**src/verilog/cmr_defs.svh**
```systemverilog
`ifndef CMR_DEFS_SVH
`define CMR_DEFS_SVH

// register byte offsets on the Avalon-MM slave
`define CMR_OFF_CTRL      6'h00
`define CMR_OFF_MODAL0    6'h04
`define CMR_OFF_RATIO0    6'h14
`define CMR_OFF_STATUS    6'h24
`define CMR_OFF_EFFRATIO  6'h28
`define CMR_SET_SPAN      6'h10

// control register field positions
`define CMR_CTRL_LOCK_POL 0
`define CMR_CTRL_OWU      1
`define CMR_CTRL_FMT      2
`define CMR_CTRL_CFG_LSB  3
`define CMR_CTRL_CFG_MSB  5
`define CMR_CTRL_KIT      6

// modal set field positions
`define CMR_MODAL_RMOD_LSB 0
`define CMR_MODAL_RMOD_MSB 1
`define CMR_MODAL_AUX_LSB  2
`define CMR_MODAL_AUX_MSB  3

// reset values
`define CMR_CTRL_RST      7'h00
`define CMR_MODAL_RST     4'h4
`define CMR_RATIO_RST     32'h0000_1000

// timing
`define CMR_SYS_CLK_NS    4
`define CMR_RELOCK_NS     400
`define CMR_RELOCK_CYC    ((`CMR_RELOCK_NS + `CMR_SYS_CLK_NS - 1) / `CMR_SYS_CLK_NS)
`define CMR_REF_TIMEOUT_NS 20000000
`define CMR_REF_TIMEOUT_CYC (`CMR_REF_TIMEOUT_NS / `CMR_SYS_CLK_NS)
`define CMR_INIT_TOGGLES  2'h3

// reference drift window, in tenths of the starting period
`define CMR_DRIFT_SCALE   4'hA
`define CMR_DRIFT_HI      4'hD
`define CMR_DRIFT_LO      4'h7

`endif

```
**src/verilog/cmr_pkg.sv**
```systemverilog
package cmr_pkg;

    typedef enum logic [1:0] {
        CMR_AUX_RESV  = 2'h0,
        CMR_AUX_REF   = 2'h1,
        CMR_AUX_SYNTH = 2'h2,
        CMR_AUX_LOCK  = 2'h3
    } cmr_aux_src_t;

    typedef enum logic [2:0] {
        CMR_CFG_DIS_SYNTH = 3'h0,
        CMR_CFG_DIS_AUX   = 3'h1,
        CMR_CFG_DIS_BOTH  = 3'h2,
        CMR_CFG_SCALER_EN = 3'h3,
        CMR_CFG_RESV4     = 3'h4,
        CMR_CFG_RESV5     = 3'h5,
        CMR_CFG_RESV6     = 3'h6,
        CMR_CFG_FORCE_AUX = 3'h7
    } cmr_pin_cfg_t;

    typedef enum logic [1:0] {
        CMR_ST_INIT    = 2'h0,
        CMR_ST_ACQUIRE = 2'h1,
        CMR_ST_RUN     = 2'h3
    } cmr_state_t;

    typedef struct packed {
        logic         kit_programmed;
        cmr_pin_cfg_t pin_function_configuration;
        logic         ratio_format_select;
        logic         output_while_unlocked;
        logic         lock_pin_polarity_configuration;
    } cmr_global_t;

    typedef struct packed {
        cmr_aux_src_t auxiliary_source_select;
        logic [1:0]   ratio_scaler_select;
    } cmr_modal_t;

    typedef struct packed {
        logic [1:0] mode_sel;
        logic       special_function_pin;
    } cmr_pins_t;

endpackage

```
**src/verilog/cmr_clk_gate.sv**
```systemverilog
`timescale 1ns/1ps
`default_nettype none

module cmr_clk_gate
    import cmr_pkg::*;
(
    input  wire logic sys_clk,
    input  wire logic srst,
    input  wire logic clk_en,
    input  wire logic src_clk,
    input  wire logic run,
    input  wire logic drive,
    output logic      gated,
    output logic      gated_oe
);

    logic run_q;

    // run and drive only take effect while the source is low, so no high
    // phase is ever cut short or started late
    wire next_run = src_clk ? run_q : run;

    always_ff @(posedge sys_clk)
    begin
        if (srst)
        begin
            run_q    <= 1'b0;
            gated    <= 1'b0;
            gated_oe <= 1'b0;
        end
        else if (clk_en)
        begin
            run_q    <= next_run;
            gated    <= src_clk & next_run;
            gated_oe <= src_clk ? gated_oe : drive;
        end
    end

    property p_no_runt;
        @(posedge sys_clk) disable iff (srst)
        clk_en && gated && src_clk |=> gated;
    endproperty
    a_no_runt: assert property (p_no_runt) else $error("gated high phase cut short");

    property p_oe_quiet;
        @(posedge sys_clk) disable iff (srst)
        clk_en && src_clk |=> gated_oe == $past(gated_oe);
    endproperty
    a_oe_quiet: assert property (p_oe_quiet) else $error("enable moved during high phase");

endmodule // cmr_clk_gate

`default_nettype wire

```
**src/verilog/cmr_router.sv**
```systemverilog
// Functional notes
// - effective ratio is user ratio times scaler
// - mode pins pick one of four sets
// - special pin floats synth pin, cfg 000/010
// - synth output low while unlocked unless allowed
// - aux pin muxes reference, synth or lock
// - aux source codes: 01 ref, 10 synth, 11 lock
// - lock polarity picks indicator driver and polarity
// - polarity 0 push-pull, 1 open drain
// - unlock shown only while reference present
// - aux synth copy may lag synth pin
// - special pin floats aux pin, cfg 001/010
// - special pin high disables, low enables outputs
// - cfg 011: special pin alone enables scaler
// - cfg 111: special pin forces aux to synth
// - enable, disable, unlock never make runt pulses
// - ref and lock aux paths not glitch-free
// - mode pin change forces temporary relock
// - special pin change relocks for cfg 011-110
// - reference loss, steps, 30% drift unlock
// - kit parts need three mode toggles first
// - clock appears once locked after initialisation
// - scaler shifts right by one to four
// - format bit selects 20.12 or 12.20
`timescale 1ns/1ps
`default_nettype none
`include "cmr_defs.svh"

module cmr_router
    import cmr_pkg::*;
#(
    parameter int unsigned REF_TIMEOUT_CYC = `CMR_REF_TIMEOUT_CYC
)
(
    input  wire logic        sys_clk,
    input  wire logic        srst,
    input  wire logic        clk_en,
    input  wire logic [5:0]  avs_address,
    input  wire logic        avs_read,
    input  wire logic        avs_write,
    input  wire logic [31:0] avs_writedata,
    input  wire logic [3:0]  avs_byteenable,
    output logic [31:0]      avs_readdata,
    output logic             avs_waitrequest,
    input  wire cmr_pins_t   mode_pins,
    input  wire logic        ref_clk_in,
    input  wire logic        synth_clk_in,
    input  wire logic        loop_locked,
    output logic             synth_clk_out,
    output logic             synth_clk_oe,
    output logic             aux_out,
    output logic             aux_oe,
    output logic [31:0]      effective_ratio,
    output logic             ratio_format_select,
    output logic             loop_relock
);

    ////////////////////////////////////////////////////////////////////////
    // register bus

    function automatic logic [31:0] merge_be(input logic [31:0] old_w,
                                             input logic [31:0] new_w,
                                             input logic [3:0]  be);
        logic [31:0] res;
        res = old_w;
        for (int b = 0; b < 4; b++)
        begin
            if (be[b])
                res[8*b +: 8] = new_w[8*b +: 8];
        end
        return res;
    endfunction

    // hit flag and set index for a block of four word registers
    function automatic logic [2:0] set_slot(input logic [5:0] addr,
                                            input logic [5:0] base);
        logic [5:0] rel;
        rel = addr - base;
        return {(addr >= base) && (rel < `CMR_SET_SPAN) && (rel[1:0] == 2'h0),
                rel[3:2]};
    endfunction

    logic              ack_q;
    cmr_global_t       glb;
    cmr_modal_t        modal_mem [4];
    logic [31:0]       ratio_mem [4];
    cmr_state_t        state;
    cmr_state_t        next_state;

    wire        bus_req   = avs_read | avs_write;
    wire        bus_wr    = avs_write & ack_q;
    wire [2:0]  modal_hit = set_slot(avs_address, `CMR_OFF_MODAL0);
    wire [2:0]  ratio_hit = set_slot(avs_address, `CMR_OFF_RATIO0);
    wire        ctrl_hit  = avs_address == `CMR_OFF_CTRL;
    wire [31:0] ctrl_word = {25'h0, glb};
    wire [31:0] ctrl_new  = merge_be(ctrl_word, avs_writedata, avs_byteenable);
    // programming a kit part reopens start-up, else init would never be seen
    wire        kit_arm   = bus_wr && ctrl_hit && ctrl_new[`CMR_CTRL_KIT] && !glb.kit_programmed;

    // one wait cycle: read data is set up while waitrequest is high
    assign avs_waitrequest = bus_req & ~ack_q;

    always_ff @(posedge sys_clk)
    begin
        if (srst)
            ack_q <= 1'b0;
        else if (clk_en)
            ack_q <= bus_req & ~ack_q;
    end

    always_ff @(posedge sys_clk)
    begin
        if (srst)
            glb <= cmr_global_t'(`CMR_CTRL_RST);
        else if (clk_en && bus_wr && ctrl_hit)
            glb <= cmr_global_t'(ctrl_new[`CMR_CTRL_KIT:0]);
    end

    // stored sets, one per mode pin code
    for (genvar g = 0; g < 4; g++)
    begin : g_set
        always_ff @(posedge sys_clk)
        begin
            if (srst)
            begin
                modal_mem[g] <= cmr_modal_t'(`CMR_MODAL_RST);
                ratio_mem[g] <= `CMR_RATIO_RST;
            end
            else if (clk_en && bus_wr)
            begin
                if (modal_hit[2] && modal_hit[1:0] == 2'(g) && avs_byteenable[0])
                    modal_mem[g] <= cmr_modal_t'(avs_writedata[`CMR_MODAL_AUX_MSB:0]);
                if (ratio_hit[2] && ratio_hit[1:0] == 2'(g))
                    ratio_mem[g] <= merge_be(ratio_mem[g], avs_writedata, avs_byteenable);
            end
        end
    end

    ////////////////////////////////////////////////////////////////////////
    // mode pin decode and effective ratio

    cmr_pin_cfg_t pin_cfg;
    assign pin_cfg = glb.pin_function_configuration;

    wire        sfp        = mode_pins.special_function_pin;
    cmr_modal_t sel_modal;
    assign sel_modal = modal_mem[mode_pins.mode_sel];
    wire [31:0] user_ratio = ratio_mem[mode_pins.mode_sel];
    wire        scaler_en  = (pin_cfg == CMR_CFG_SCALER_EN) && sfp;
    wire [2:0]  shift_amt  = {1'b0, sel_modal.ratio_scaler_select} + 3'h1;
    wire [31:0] next_eff   = scaler_en ? (user_ratio >> shift_amt) : user_ratio;

    // reserved configs fall through every decode below except sfp_relock, which relocks on them
    wire synth_dis = sfp && (pin_cfg == CMR_CFG_DIS_SYNTH
                          || pin_cfg == CMR_CFG_DIS_BOTH);
    wire aux_dis   = sfp && (pin_cfg == CMR_CFG_DIS_AUX
                          || pin_cfg == CMR_CFG_DIS_BOTH);

    cmr_aux_src_t aux_sel;
    assign aux_sel = (pin_cfg == CMR_CFG_FORCE_AUX && sfp) ? CMR_AUX_SYNTH
                   : sel_modal.auxiliary_source_select;

    // format is passed on; the ratio word itself is never reinterpreted here
    always_ff @(posedge sys_clk)
    begin
        if (srst)
        begin
            effective_ratio     <= 32'h0000_0000;
            ratio_format_select <= 1'b0;
        end
        else if (clk_en)
        begin
            effective_ratio     <= next_eff;
            ratio_format_select <= glb.ratio_format_select;
        end
    end

    ////////////////////////////////////////////////////////////////////////
    // unlock triggers

    logic [1:0]  mode_q;
    logic        sfp_q;
    logic        ref_q;
    logic [23:0] per_cnt;
    logic [23:0] base_per;
    logic        base_valid;
    logic        ref_present;
    logic [7:0]  relock_cnt;
    logic [1:0]  tog_cnt;

    wire        mode_chg   = mode_pins.mode_sel != mode_q;
    wire        sfp_relock = (sfp != sfp_q) && (pin_cfg == CMR_CFG_SCALER_EN
                          || (pin_cfg[2] && pin_cfg != CMR_CFG_FORCE_AUX));
    wire        ref_rise   = ref_clk_in & ~ref_q;
    wire        ref_lost   = ~ref_rise && per_cnt == 24'(REF_TIMEOUT_CYC - 1);
    wire [27:0] per_x10    = per_cnt * `CMR_DRIFT_SCALE;
    wire [27:0] base_hi    = base_per * `CMR_DRIFT_HI;
    wire [27:0] base_lo    = base_per * `CMR_DRIFT_LO;
    wire        drift      = ref_rise && base_valid
                          && (per_x10 > base_hi || per_x10 < base_lo);
    wire        relock_trig = mode_chg | sfp_relock | ref_lost | drift;
    wire        locked_int  = loop_locked && relock_cnt == 8'h00 && ref_present;

    always_ff @(posedge sys_clk)
    begin
        if (srst)
        begin
            mode_q      <= 2'h0;
            sfp_q       <= 1'b0;
            ref_q       <= 1'b0;
            per_cnt     <= 24'h00_0000;
            ref_present <= 1'b0;
        end
        else if (clk_en)
        begin
            mode_q      <= mode_pins.mode_sel;
            sfp_q       <= sfp;
            ref_q       <= ref_clk_in;
            per_cnt     <= ref_rise ? 24'h00_0000
                         : (ref_lost || !ref_present) ? per_cnt : per_cnt + 24'h00_0001;
            ref_present <= ref_rise | (ref_present & ~ref_lost);
        end
    end

    // starting period is caught on the first reference edge after lock
    always_ff @(posedge sys_clk)
    begin
        if (srst)
        begin
            base_per   <= 24'h00_0000;
            base_valid <= 1'b0;
        end
        else if (clk_en)
        begin
            if (state != CMR_ST_RUN)
                base_valid <= 1'b0;
            else if (ref_rise && !base_valid)
            begin
                base_per   <= per_cnt;
                base_valid <= 1'b1;
            end
        end
    end

    always_ff @(posedge sys_clk)
    begin
        if (srst)
        begin
            relock_cnt  <= 8'h00;
            loop_relock <= 1'b0;
            tog_cnt     <= 2'h0;
        end
        else if (clk_en)
        begin
            loop_relock <= relock_trig;
            relock_cnt  <= relock_trig ? 8'(`CMR_RELOCK_CYC)
                         : (relock_cnt != 8'h00) ? relock_cnt - 8'h01 : relock_cnt;
            if (kit_arm)
                tog_cnt <= 2'h0;
            else if (mode_chg && tog_cnt != `CMR_INIT_TOGGLES)
                tog_cnt <= tog_cnt + 2'h1;
        end
    end

    ////////////////////////////////////////////////////////////////////////
    // start-up and lock sequencing

    wire init_done = !glb.kit_programmed || tog_cnt == `CMR_INIT_TOGGLES;

    always_comb
    begin
        next_state = state;
        unique case (state)
            CMR_ST_INIT:    next_state = init_done ? CMR_ST_ACQUIRE : CMR_ST_INIT;
            CMR_ST_ACQUIRE: next_state = locked_int ? CMR_ST_RUN : CMR_ST_ACQUIRE;
            CMR_ST_RUN:     next_state = locked_int ? CMR_ST_RUN : CMR_ST_ACQUIRE;
            default:        next_state = CMR_ST_INIT;
        endcase
        if (kit_arm)
            next_state = CMR_ST_INIT;
    end

    always_ff @(posedge sys_clk)
    begin
        if (srst)
            state <= CMR_ST_INIT;
        else if (clk_en)
            state <= next_state;
    end

    ////////////////////////////////////////////////////////////////////////
    // output routing

    logic aux_clk;
    logic aux_clk_oe;

    wire synth_run  = state == CMR_ST_RUN
                   || (glb.output_while_unlocked && state != CMR_ST_INIT);
    wire unlock_ind = !locked_int && ref_present;
    wire lock_od    = glb.lock_pin_polarity_configuration;

    cmr_clk_gate u_synth_gate (
        .sys_clk  (sys_clk),
        .srst     (srst),
        .clk_en   (clk_en),
        .src_clk  (synth_clk_in),
        .run      (synth_run),
        .drive    (!synth_dis),
        .gated    (synth_clk_out),
        .gated_oe (synth_clk_oe)
    );

    // separate gate for the aux copy; its extra register stage lags the synth pin
    cmr_clk_gate u_aux_gate (
        .sys_clk  (sys_clk),
        .srst     (srst),
        .clk_en   (clk_en),
        .src_clk  (synth_clk_in),
        .run      (synth_run),
        .drive    (!aux_dis),
        .gated    (aux_clk),
        .gated_oe (aux_clk_oe)
    );

    // ref and lock paths switch at once, so a partial period can appear there
    wire next_aux    = (aux_sel == CMR_AUX_REF)   ? ref_clk_in
                     : (aux_sel == CMR_AUX_SYNTH) ? aux_clk
                     : (aux_sel == CMR_AUX_LOCK)  ? (unlock_ind && !lock_od)
                     : 1'b0;
    wire next_aux_oe = (aux_sel == CMR_AUX_SYNTH) ? aux_clk_oe
                     : (aux_sel == CMR_AUX_LOCK && lock_od) ? (!aux_dis && unlock_ind)
                     : !aux_dis;

    always_ff @(posedge sys_clk)
    begin
        if (srst)
        begin
            aux_out <= 1'b0;
            aux_oe  <= 1'b0;
        end
        else if (clk_en)
        begin
            aux_out <= next_aux;
            aux_oe  <= next_aux_oe;
        end
    end

    ////////////////////////////////////////////////////////////////////////
    // status readback

    wire [31:0] status_word = {23'h0, aux_oe, synth_clk_oe, aux_sel, mode_pins.mode_sel,
                               state == CMR_ST_RUN, ref_present, locked_int};
    wire [31:0] next_rdata  = ctrl_hit ? ctrl_word
                            : modal_hit[2] ? {28'h0, modal_mem[modal_hit[1:0]]}
                            : ratio_hit[2] ? ratio_mem[ratio_hit[1:0]]
                            : (avs_address == `CMR_OFF_STATUS) ? status_word
                            : (avs_address == `CMR_OFF_EFFRATIO) ? effective_ratio
                            : 32'h0000_0000;

    always_ff @(posedge sys_clk)
    begin
        if (srst)
            avs_readdata <= 32'h0000_0000;
        else if (clk_en && avs_read && !ack_q)
            avs_readdata <= next_rdata;
    end

    ////////////////////////////////////////////////////////////////////////
    // checks

    property p_ratio_half;
        @(posedge sys_clk) disable iff (srst)
        clk_en && scaler_en && sel_modal.ratio_scaler_select == 2'h0
        |=> effective_ratio == {1'b0, $past(user_ratio[31:1])};
    endproperty
    a_ratio_half: assert property (p_ratio_half) else $error("scaler 00 not divide by 2");

    property p_ratio_sixteenth;
        @(posedge sys_clk) disable iff (srst)
        clk_en && scaler_en && sel_modal.ratio_scaler_select == 2'h3
        |=> effective_ratio == {4'h0, $past(user_ratio[31:4])};
    endproperty
    a_ratio_sixteenth: assert property (p_ratio_sixteenth) else $error("scaler 11 wrong");

    property p_no_scaler;
        @(posedge sys_clk) disable iff (srst)
        clk_en && pin_cfg != CMR_CFG_SCALER_EN |=> effective_ratio == $past(user_ratio);
    endproperty
    a_no_scaler: assert property (p_no_scaler) else $error("scaler applied without enable");

    property p_synth_float;
        @(posedge sys_clk) disable iff (srst)
        clk_en && synth_dis && !synth_clk_in |=> !synth_clk_oe;
    endproperty
    a_synth_float: assert property (p_synth_float) else $error("synth pin still driven");

    property p_synth_low_unlocked;
        @(posedge sys_clk) disable iff (srst)
        clk_en && !synth_run && !synth_clk_in ##1 clk_en && !synth_run |=> !synth_clk_out;
    endproperty
    a_synth_low_unlocked: assert property (p_synth_low_unlocked) else $error("clock while unlocked");

    property p_lock_od;
        @(posedge sys_clk) disable iff (srst)
        clk_en && aux_sel == CMR_AUX_LOCK && lock_od && !aux_dis
        |=> !aux_out && aux_oe == $past(unlock_ind);
    endproperty
    a_lock_od: assert property (p_lock_od) else $error("open-drain indicator wrong");

    property p_aux_float;
        @(posedge sys_clk) disable iff (srst)
        clk_en && aux_dis && aux_sel != CMR_AUX_SYNTH |=> !aux_oe;
    endproperty
    a_aux_float: assert property (p_aux_float) else $error("aux pin still driven");

    property p_mode_relock;
        @(posedge sys_clk) disable iff (srst)
        clk_en && mode_chg |=> loop_relock ##1 (!locked_int || !clk_en);
    endproperty
    a_mode_relock: assert property (p_mode_relock) else $error("mode change kept lock");

    property p_force_aux;
        @(posedge sys_clk) disable iff (srst)
        clk_en && pin_cfg == CMR_CFG_FORCE_AUX && sfp |=> aux_out == $past(aux_clk);
    endproperty
    a_force_aux: assert property (p_force_aux) else $error("aux override ignored");

    property p_kit_hold;
        @(posedge sys_clk) disable iff (srst)
        glb.kit_programmed && tog_cnt != `CMR_INIT_TOGGLES && state == CMR_ST_INIT
        |=> state == CMR_ST_INIT || $past(mode_chg && tog_cnt == 2'h2);
    endproperty
    a_kit_hold: assert property (p_kit_hold) else $error("left init before toggles");

endmodule // cmr_router

`default_nettype wire

```
**config.mk**
```make
export PLATFORM = sky130hd
export DESIGN_NAME = cmr_router
export DESIGN_NICKNAME = d
export VERILOG_FILES = /design/src/verilog/cmr_pkg.sv /design/src/verilog/cmr_clk_gate.sv /design/src/verilog/cmr_router.sv
export VERILOG_INCLUDE_DIRS = /design/src /design/src/verilog
export SDC_FILE = /design/constraint.sdc
export NUM_CORES = 1
export LEC_CHECK = 0
export BUFFER_PORTS_ARGS = -buffer_cell sky130_fd_sc_hd__buf_2
export CAP_MARGIN = 10
export CORE_MARGIN = 2
export CORE_UTILIZATION = 35
export DETAILED_ROUTE_END_ITERATION = 10
export PLACE_DENSITY = 0.6
export SETUP_SLACK_MARGIN = 0.02
export SYNTH_ARGS = -nofsm -noshare
export SYNTH_HDL_FRONTEND = slang
export SYNTH_SLANG_ARGS = --single-unit
```
**constraint.sdc**
```tcl
create_clock -name sys_clk -period 5.48 [get_ports sys_clk]
set_input_delay 1.644 -clock sys_clk [delete_from_list [all_inputs] [get_ports sys_clk]]
set_output_delay 1.644 -clock sys_clk [all_outputs]
set_load 0.03 [all_outputs]
```
==> flow_summary_export.csv <==
group,metric,value,unit
timing,post-route-worst-setup-slack,-0.0408,ns
synth,async_reset_ff_share,0,%
pwr,vdd.ir_drop.worst,0.000196,V
timing,maximum_operating_frequency,181,MHz
timing,layout_worst_path_cycle_share,101,%
grt,grt.overflow.total,0,
timing,setup_total_negative_slack,-0.129,ns
timing,report.final.hold_viol_count,0,
detailed_routing,route.vias.total,16500,
status,outcome,"finished, violations left",
critical_path,criticalPathCategory,"flip-flop to flip-flop",
timing,tightestPinTransition,1.12,ns
clock_tree,htree_num_levels,2,
clock_tree,cts_buffers,35,
timing,rsz0062_at_grt,"true",
detailed_routing,finalWirelength,58.9,mm
synth,ys_dominant_reg_cell,"sky130_fd_sc_hd__dfxtp_1",
detailed_routing,drt_pre_antenna_iters,5,
grt,pin_count_of_the_biggest_net_entering_global_routing,81,
clock_tree,clk_latency,0.57,ns
synth,syn-num-nets,2307,
timing,number_of_setup_violations_in_the_final_report,7,
synth,syn_inst,2027,
critical_path,reg2reg_slack,-0.04,ns
synth,synth_register_bits,290,
synth,seq_area_frac_synth,35.4,%
timing,timing.slew.headroom,25.7,%
synth,synth-compound-area-share,12.1,%
pwr,report.power.total,5.35,mW
placed_design,place.detailed.hpwl,43.8,mm
min_path,holdCritPathClass,"flip-flop to flip-flop",
critical_path,crit_path_top_delay_cell,"sky130_fd_sc_hd__fa_1",
grt,grt_first_pass_wirelength,93.3,mm
clock_tree,tritoncts_clock_tree,"built",
layout,area_growth,16.2,%
pwr,total_power_per_unit_cell_area,225,mW/mm2
timing,finalMaxSlewViolations,0,
synth,synth_cell_type_count,79,
die,start_util,35.4,%
die,top_level_ports,124,
timing,finalCriticalPeriod,5.52,ns
detailed_routing,ant_nets,0,
timing,hold_slack,0.484,ns
min_path,hold-path-cell-count,2,
synth,multiplexer_share_of_the_synthesized_area,11.9,%
synth,postSynthAreaPerCell,10.1,um2
die,die_area,0.0604,mm2
grt,antenna_found_initial,0,
critical_path,setup.worst_path.start_class,"flip-flop",
critical_path,crit_path_end_kind,"flip-flop",
critical_path,crit_family,"compound AO/OA/AOI/OAI gates",
critical_path,worst_r2r_startpoint,"base_per[2]$_SDFFE_PP0P_",
detailed_routing,drt-initial-drc-count,1252,
min_path,min_to,"u_aux_gate.gated$_SDFFE_PP0P_",
critical_path,critPathMaxStageDelay,0.46,ns
clock_tree,tritoncts_num_sinks,290,
synth,synth-warning-count,0,
layout,finalInstanceArea,0.0238,mm2
run,drv.max_cap_violation_count,0,
synth,synthAdderAreaFrac,15.6,%
synth,synthesis.area,0.0204,mm2
clock_tree,clock_tree.buffer_depth,3,
detailed_routing,detail_route.wl_per_cell,19.8,um
pwr,static-leakage-power,10.1,nW
timing,finalClockSkew,0.0355,ns
die,coreArea,0.0577,mm2
placed_design,placedInstanceArea,0.0224,mm2
critical_path,crit_buf_inv,2,
status,failed_checks,"setup timing",
die,die_w,246,um
detailed_routing,post_drt_via_cell_ratio,5.57,
die,die_height,246,um
critical_path,worstPathCellList,"ha_4 > fa_1 > ha_1 > nor2b_4 > o31a_1 > o41a_1 > o22ai_2 > o2111ai_2 > a311oi_2 > nor2b_2 > nor2_1 > xor2_1 > ha_1 > and2_1 > a221o_1 > a221oi_2 > o2111ai_2 > a211oi_2 > buf_4 > o21ai_4 > buf_6 > o21ai_2 > a21oi_1",
synth,synth-edff-count,144,
placed_design,port-buffer-count,123,
die,row_count,88,
layout,numnets_final,2463,
synth,synth_top_family_by_area,"simple AND/OR/NAND/NOR gates",
clock_tree,root_buffer_master,"sky130_fd_sc_hd__clkbuf_16",
placed_design,gp_routability_congestion,0.850,
detailed_routing,drcViolationCount,0,
critical_path,timing.critical_path.from,"base_per[2]$_SDFFE_PP0P_",
synth,synth_xor_xnor_area_share,3.43,%
synth,yosys.area_share.simple,18.4,%
clock_tree,worst_setup_hold_path_clk_slew,0.06,ns
critical_path,timing.reg2reg.worst_path_depth,23,
critical_path,r2r-end,"relock_cnt[6]$_SDFFE_PP0P_",
critical_path,worstPathArrival,5.91,ns
layout,antennaDiodeCount,0,
grt,track_usage,19.6,%
grt,grt_pass1_vias,16600,
layout,drive_gt1_share,20.2,%
critical_path,largest_fanout_on_the_critical_path,5,
critical_path,worst_ep_required_time,5.87,ns
==> timing repair <==
| action | 4_1_cts | 5_1_grt |
|---|---|---|
| endpoints found under the setup margin | 9 | 9 |
| hold buffers | 0 | 0 |
| buffers inserted | 4 | 1 |
| pin swaps | 5 | 4 |
| resized for setup | 23 | 15 |
==> tightest hold or removal path: cells and delay by family, from the launching register on <==
family           cells  cell delay (ns)
flip-flops           1             0.30
AND/OR/NAND/NOR      1             0.07
AO/OA/AOI/OAI        1             0.06
==> worst max path at each step <==
| stage | end | slack, ns | depth (start not counted) |
|---|---|---|---|
| 2_1_floorplan | relock_cnt[0]$_SDFFE_PP0P_ | 0.06 | 21 |
| 3_3_place_gp | relock_cnt[5]$_SDFFE_PP0P_ | -0.33 | 23 |
| 3_5_place_dp | relock_cnt[0]$_SDFFE_PP0P_ | -0.34 | 22 |
| 4_1_cts | relock_cnt[4]$_SDFFE_PP0P_ | 0.03 | 23 |
| 5_1_grt | relock_cnt[0]$_SDFFE_PP0P_ | -0.33 | 22 |
| 6_report | relock_cnt[6]$_SDFFE_PP0P_ | -0.04 | 23 |
==> cell families after synthesis <==
group,after synthesis
AOI/OAI and AO/OA,387
xor gates and xnor gates,80
adders and majority gates,227
buffers and inverters,168
DFF,290
muxes,122
and+or+nand+nor,753
==> synth_stat cells (21+ instances only) <==
master	count	share of area, %
sky130_fd_sc_hd__a21oi_1	159	3.9
sky130_fd_sc_hd__xor2_1	44	1.9
sky130_fd_sc_hd__nor3_1	36	0.88
sky130_fd_sc_hd__mux2i_1	22	1.1
sky130_fd_sc_hd__nor2_1	180	3.3
sky130_fd_sc_hd__nand3_1	78	1.9
sky130_fd_sc_hd__or2_2	21	0.64
sky130_fd_sc_hd__and3_1	42	1.3
sky130_fd_sc_hd__and2_1	130	4.0
sky130_fd_sc_hd__clkbuf_1	87	1.6
sky130_fd_sc_hd__nand2_1	170	3.1
sky130_fd_sc_hd__a311oi_1	26	1.1
sky130_fd_sc_hd__a211oi_1	23	0.84
sky130_fd_sc_hd__inv_1	59	1.1
sky130_fd_sc_hd__a21o_1	25	0.92
sky130_fd_sc_hd__edfxtp_1	144	21
sky130_fd_sc_hd__mux4_2	96	11
sky130_fd_sc_hd__fa_1	46	4.5
sky130_fd_sc_hd__ha_1	181	11
sky130_fd_sc_hd__o21ai_0	60	1.5
sky130_fd_sc_hd__dfxtp_1	146	14
sky130_fd_sc_hd__xnor2_1	36	1.5
==> layout by cell type (no fill, tap or decap), drive strengths merged, types with 15 or more instances in the layout <==
cell type / instances
a21oi: 161
and2: 130
clkbuf: 45
mux4: 96
nand2: 170
fa: 46
ha: 181
xnor2: 36
nor2b: 16
or2: 21
nand2b: 15
nor2: 181
or3: 16
and3: 43
edfxtp: 144
inv: 60
o21ai: 64
buf: 228
mux2i: 22
nor3: 37
a311oi: 26
nand3: 79
dfxtp: 146
a211oi: 24
a21o: 25
xor2: 44
nand4: 15
==> registers in the layout, indices dropped and copies added (netlist names), 2 cells and up, named ones only <==
signal / flops
state: 2
modal_mem: 16
ctrl_word: 3
ratio_mem: 128
per_cnt: 24
pin_cfg: 3
effective_ratio: 32
tog_cnt: 2
mode_q: 2
avs_readdata: 32
relock_cnt: 8
base_per: 24
==> power by group <==
part / switching (mW) / total [mW] / leakage (nW) / internal [mW]
sequential: 0.0518 / 2.39 / 2.67 / 2.34
clock: 0.981 / 2.39 / 0.575 / 1.41
combinational: 0.352 / 0.575 / 6.85 / 0.223
==> per-layer routing <==
layer,share of wire [%],vias up,track usage [%]
met1,42,8111,25.4
li1,-,7772,-
met5,0,-,0
met2,47,536,32.6
met4,3.7,0,7.49
met3,6.6,121,3.48
==> layout make-up <==
class	count	area (um2)
fillers	5569	33900
inverters	59	221
clock inverters	16	219
multi-input cells	1569	12700
well taps	765	957
repair buffers	228	1430
clock buffers	45	966
flip-flops and latches	290	7250
==> stage by stage <==
| stage | setup slack (ns) | utilization, % | std cells |
|---|---|---|---|
| floorplan | 0.0564 | - | 2027 |
| global placement | -0.333 | 38.8 | 2905 |
| detailed placement | -0.343 | 38.8 | 2906 |
| CTS | 0.0267 | 41.1 | 2971 |
| global route | -0.333 | 41.2 | 2972 |
| finish | -0.0408 | 41.2 | 2972 |
Power figures use the tool's default switching activity.
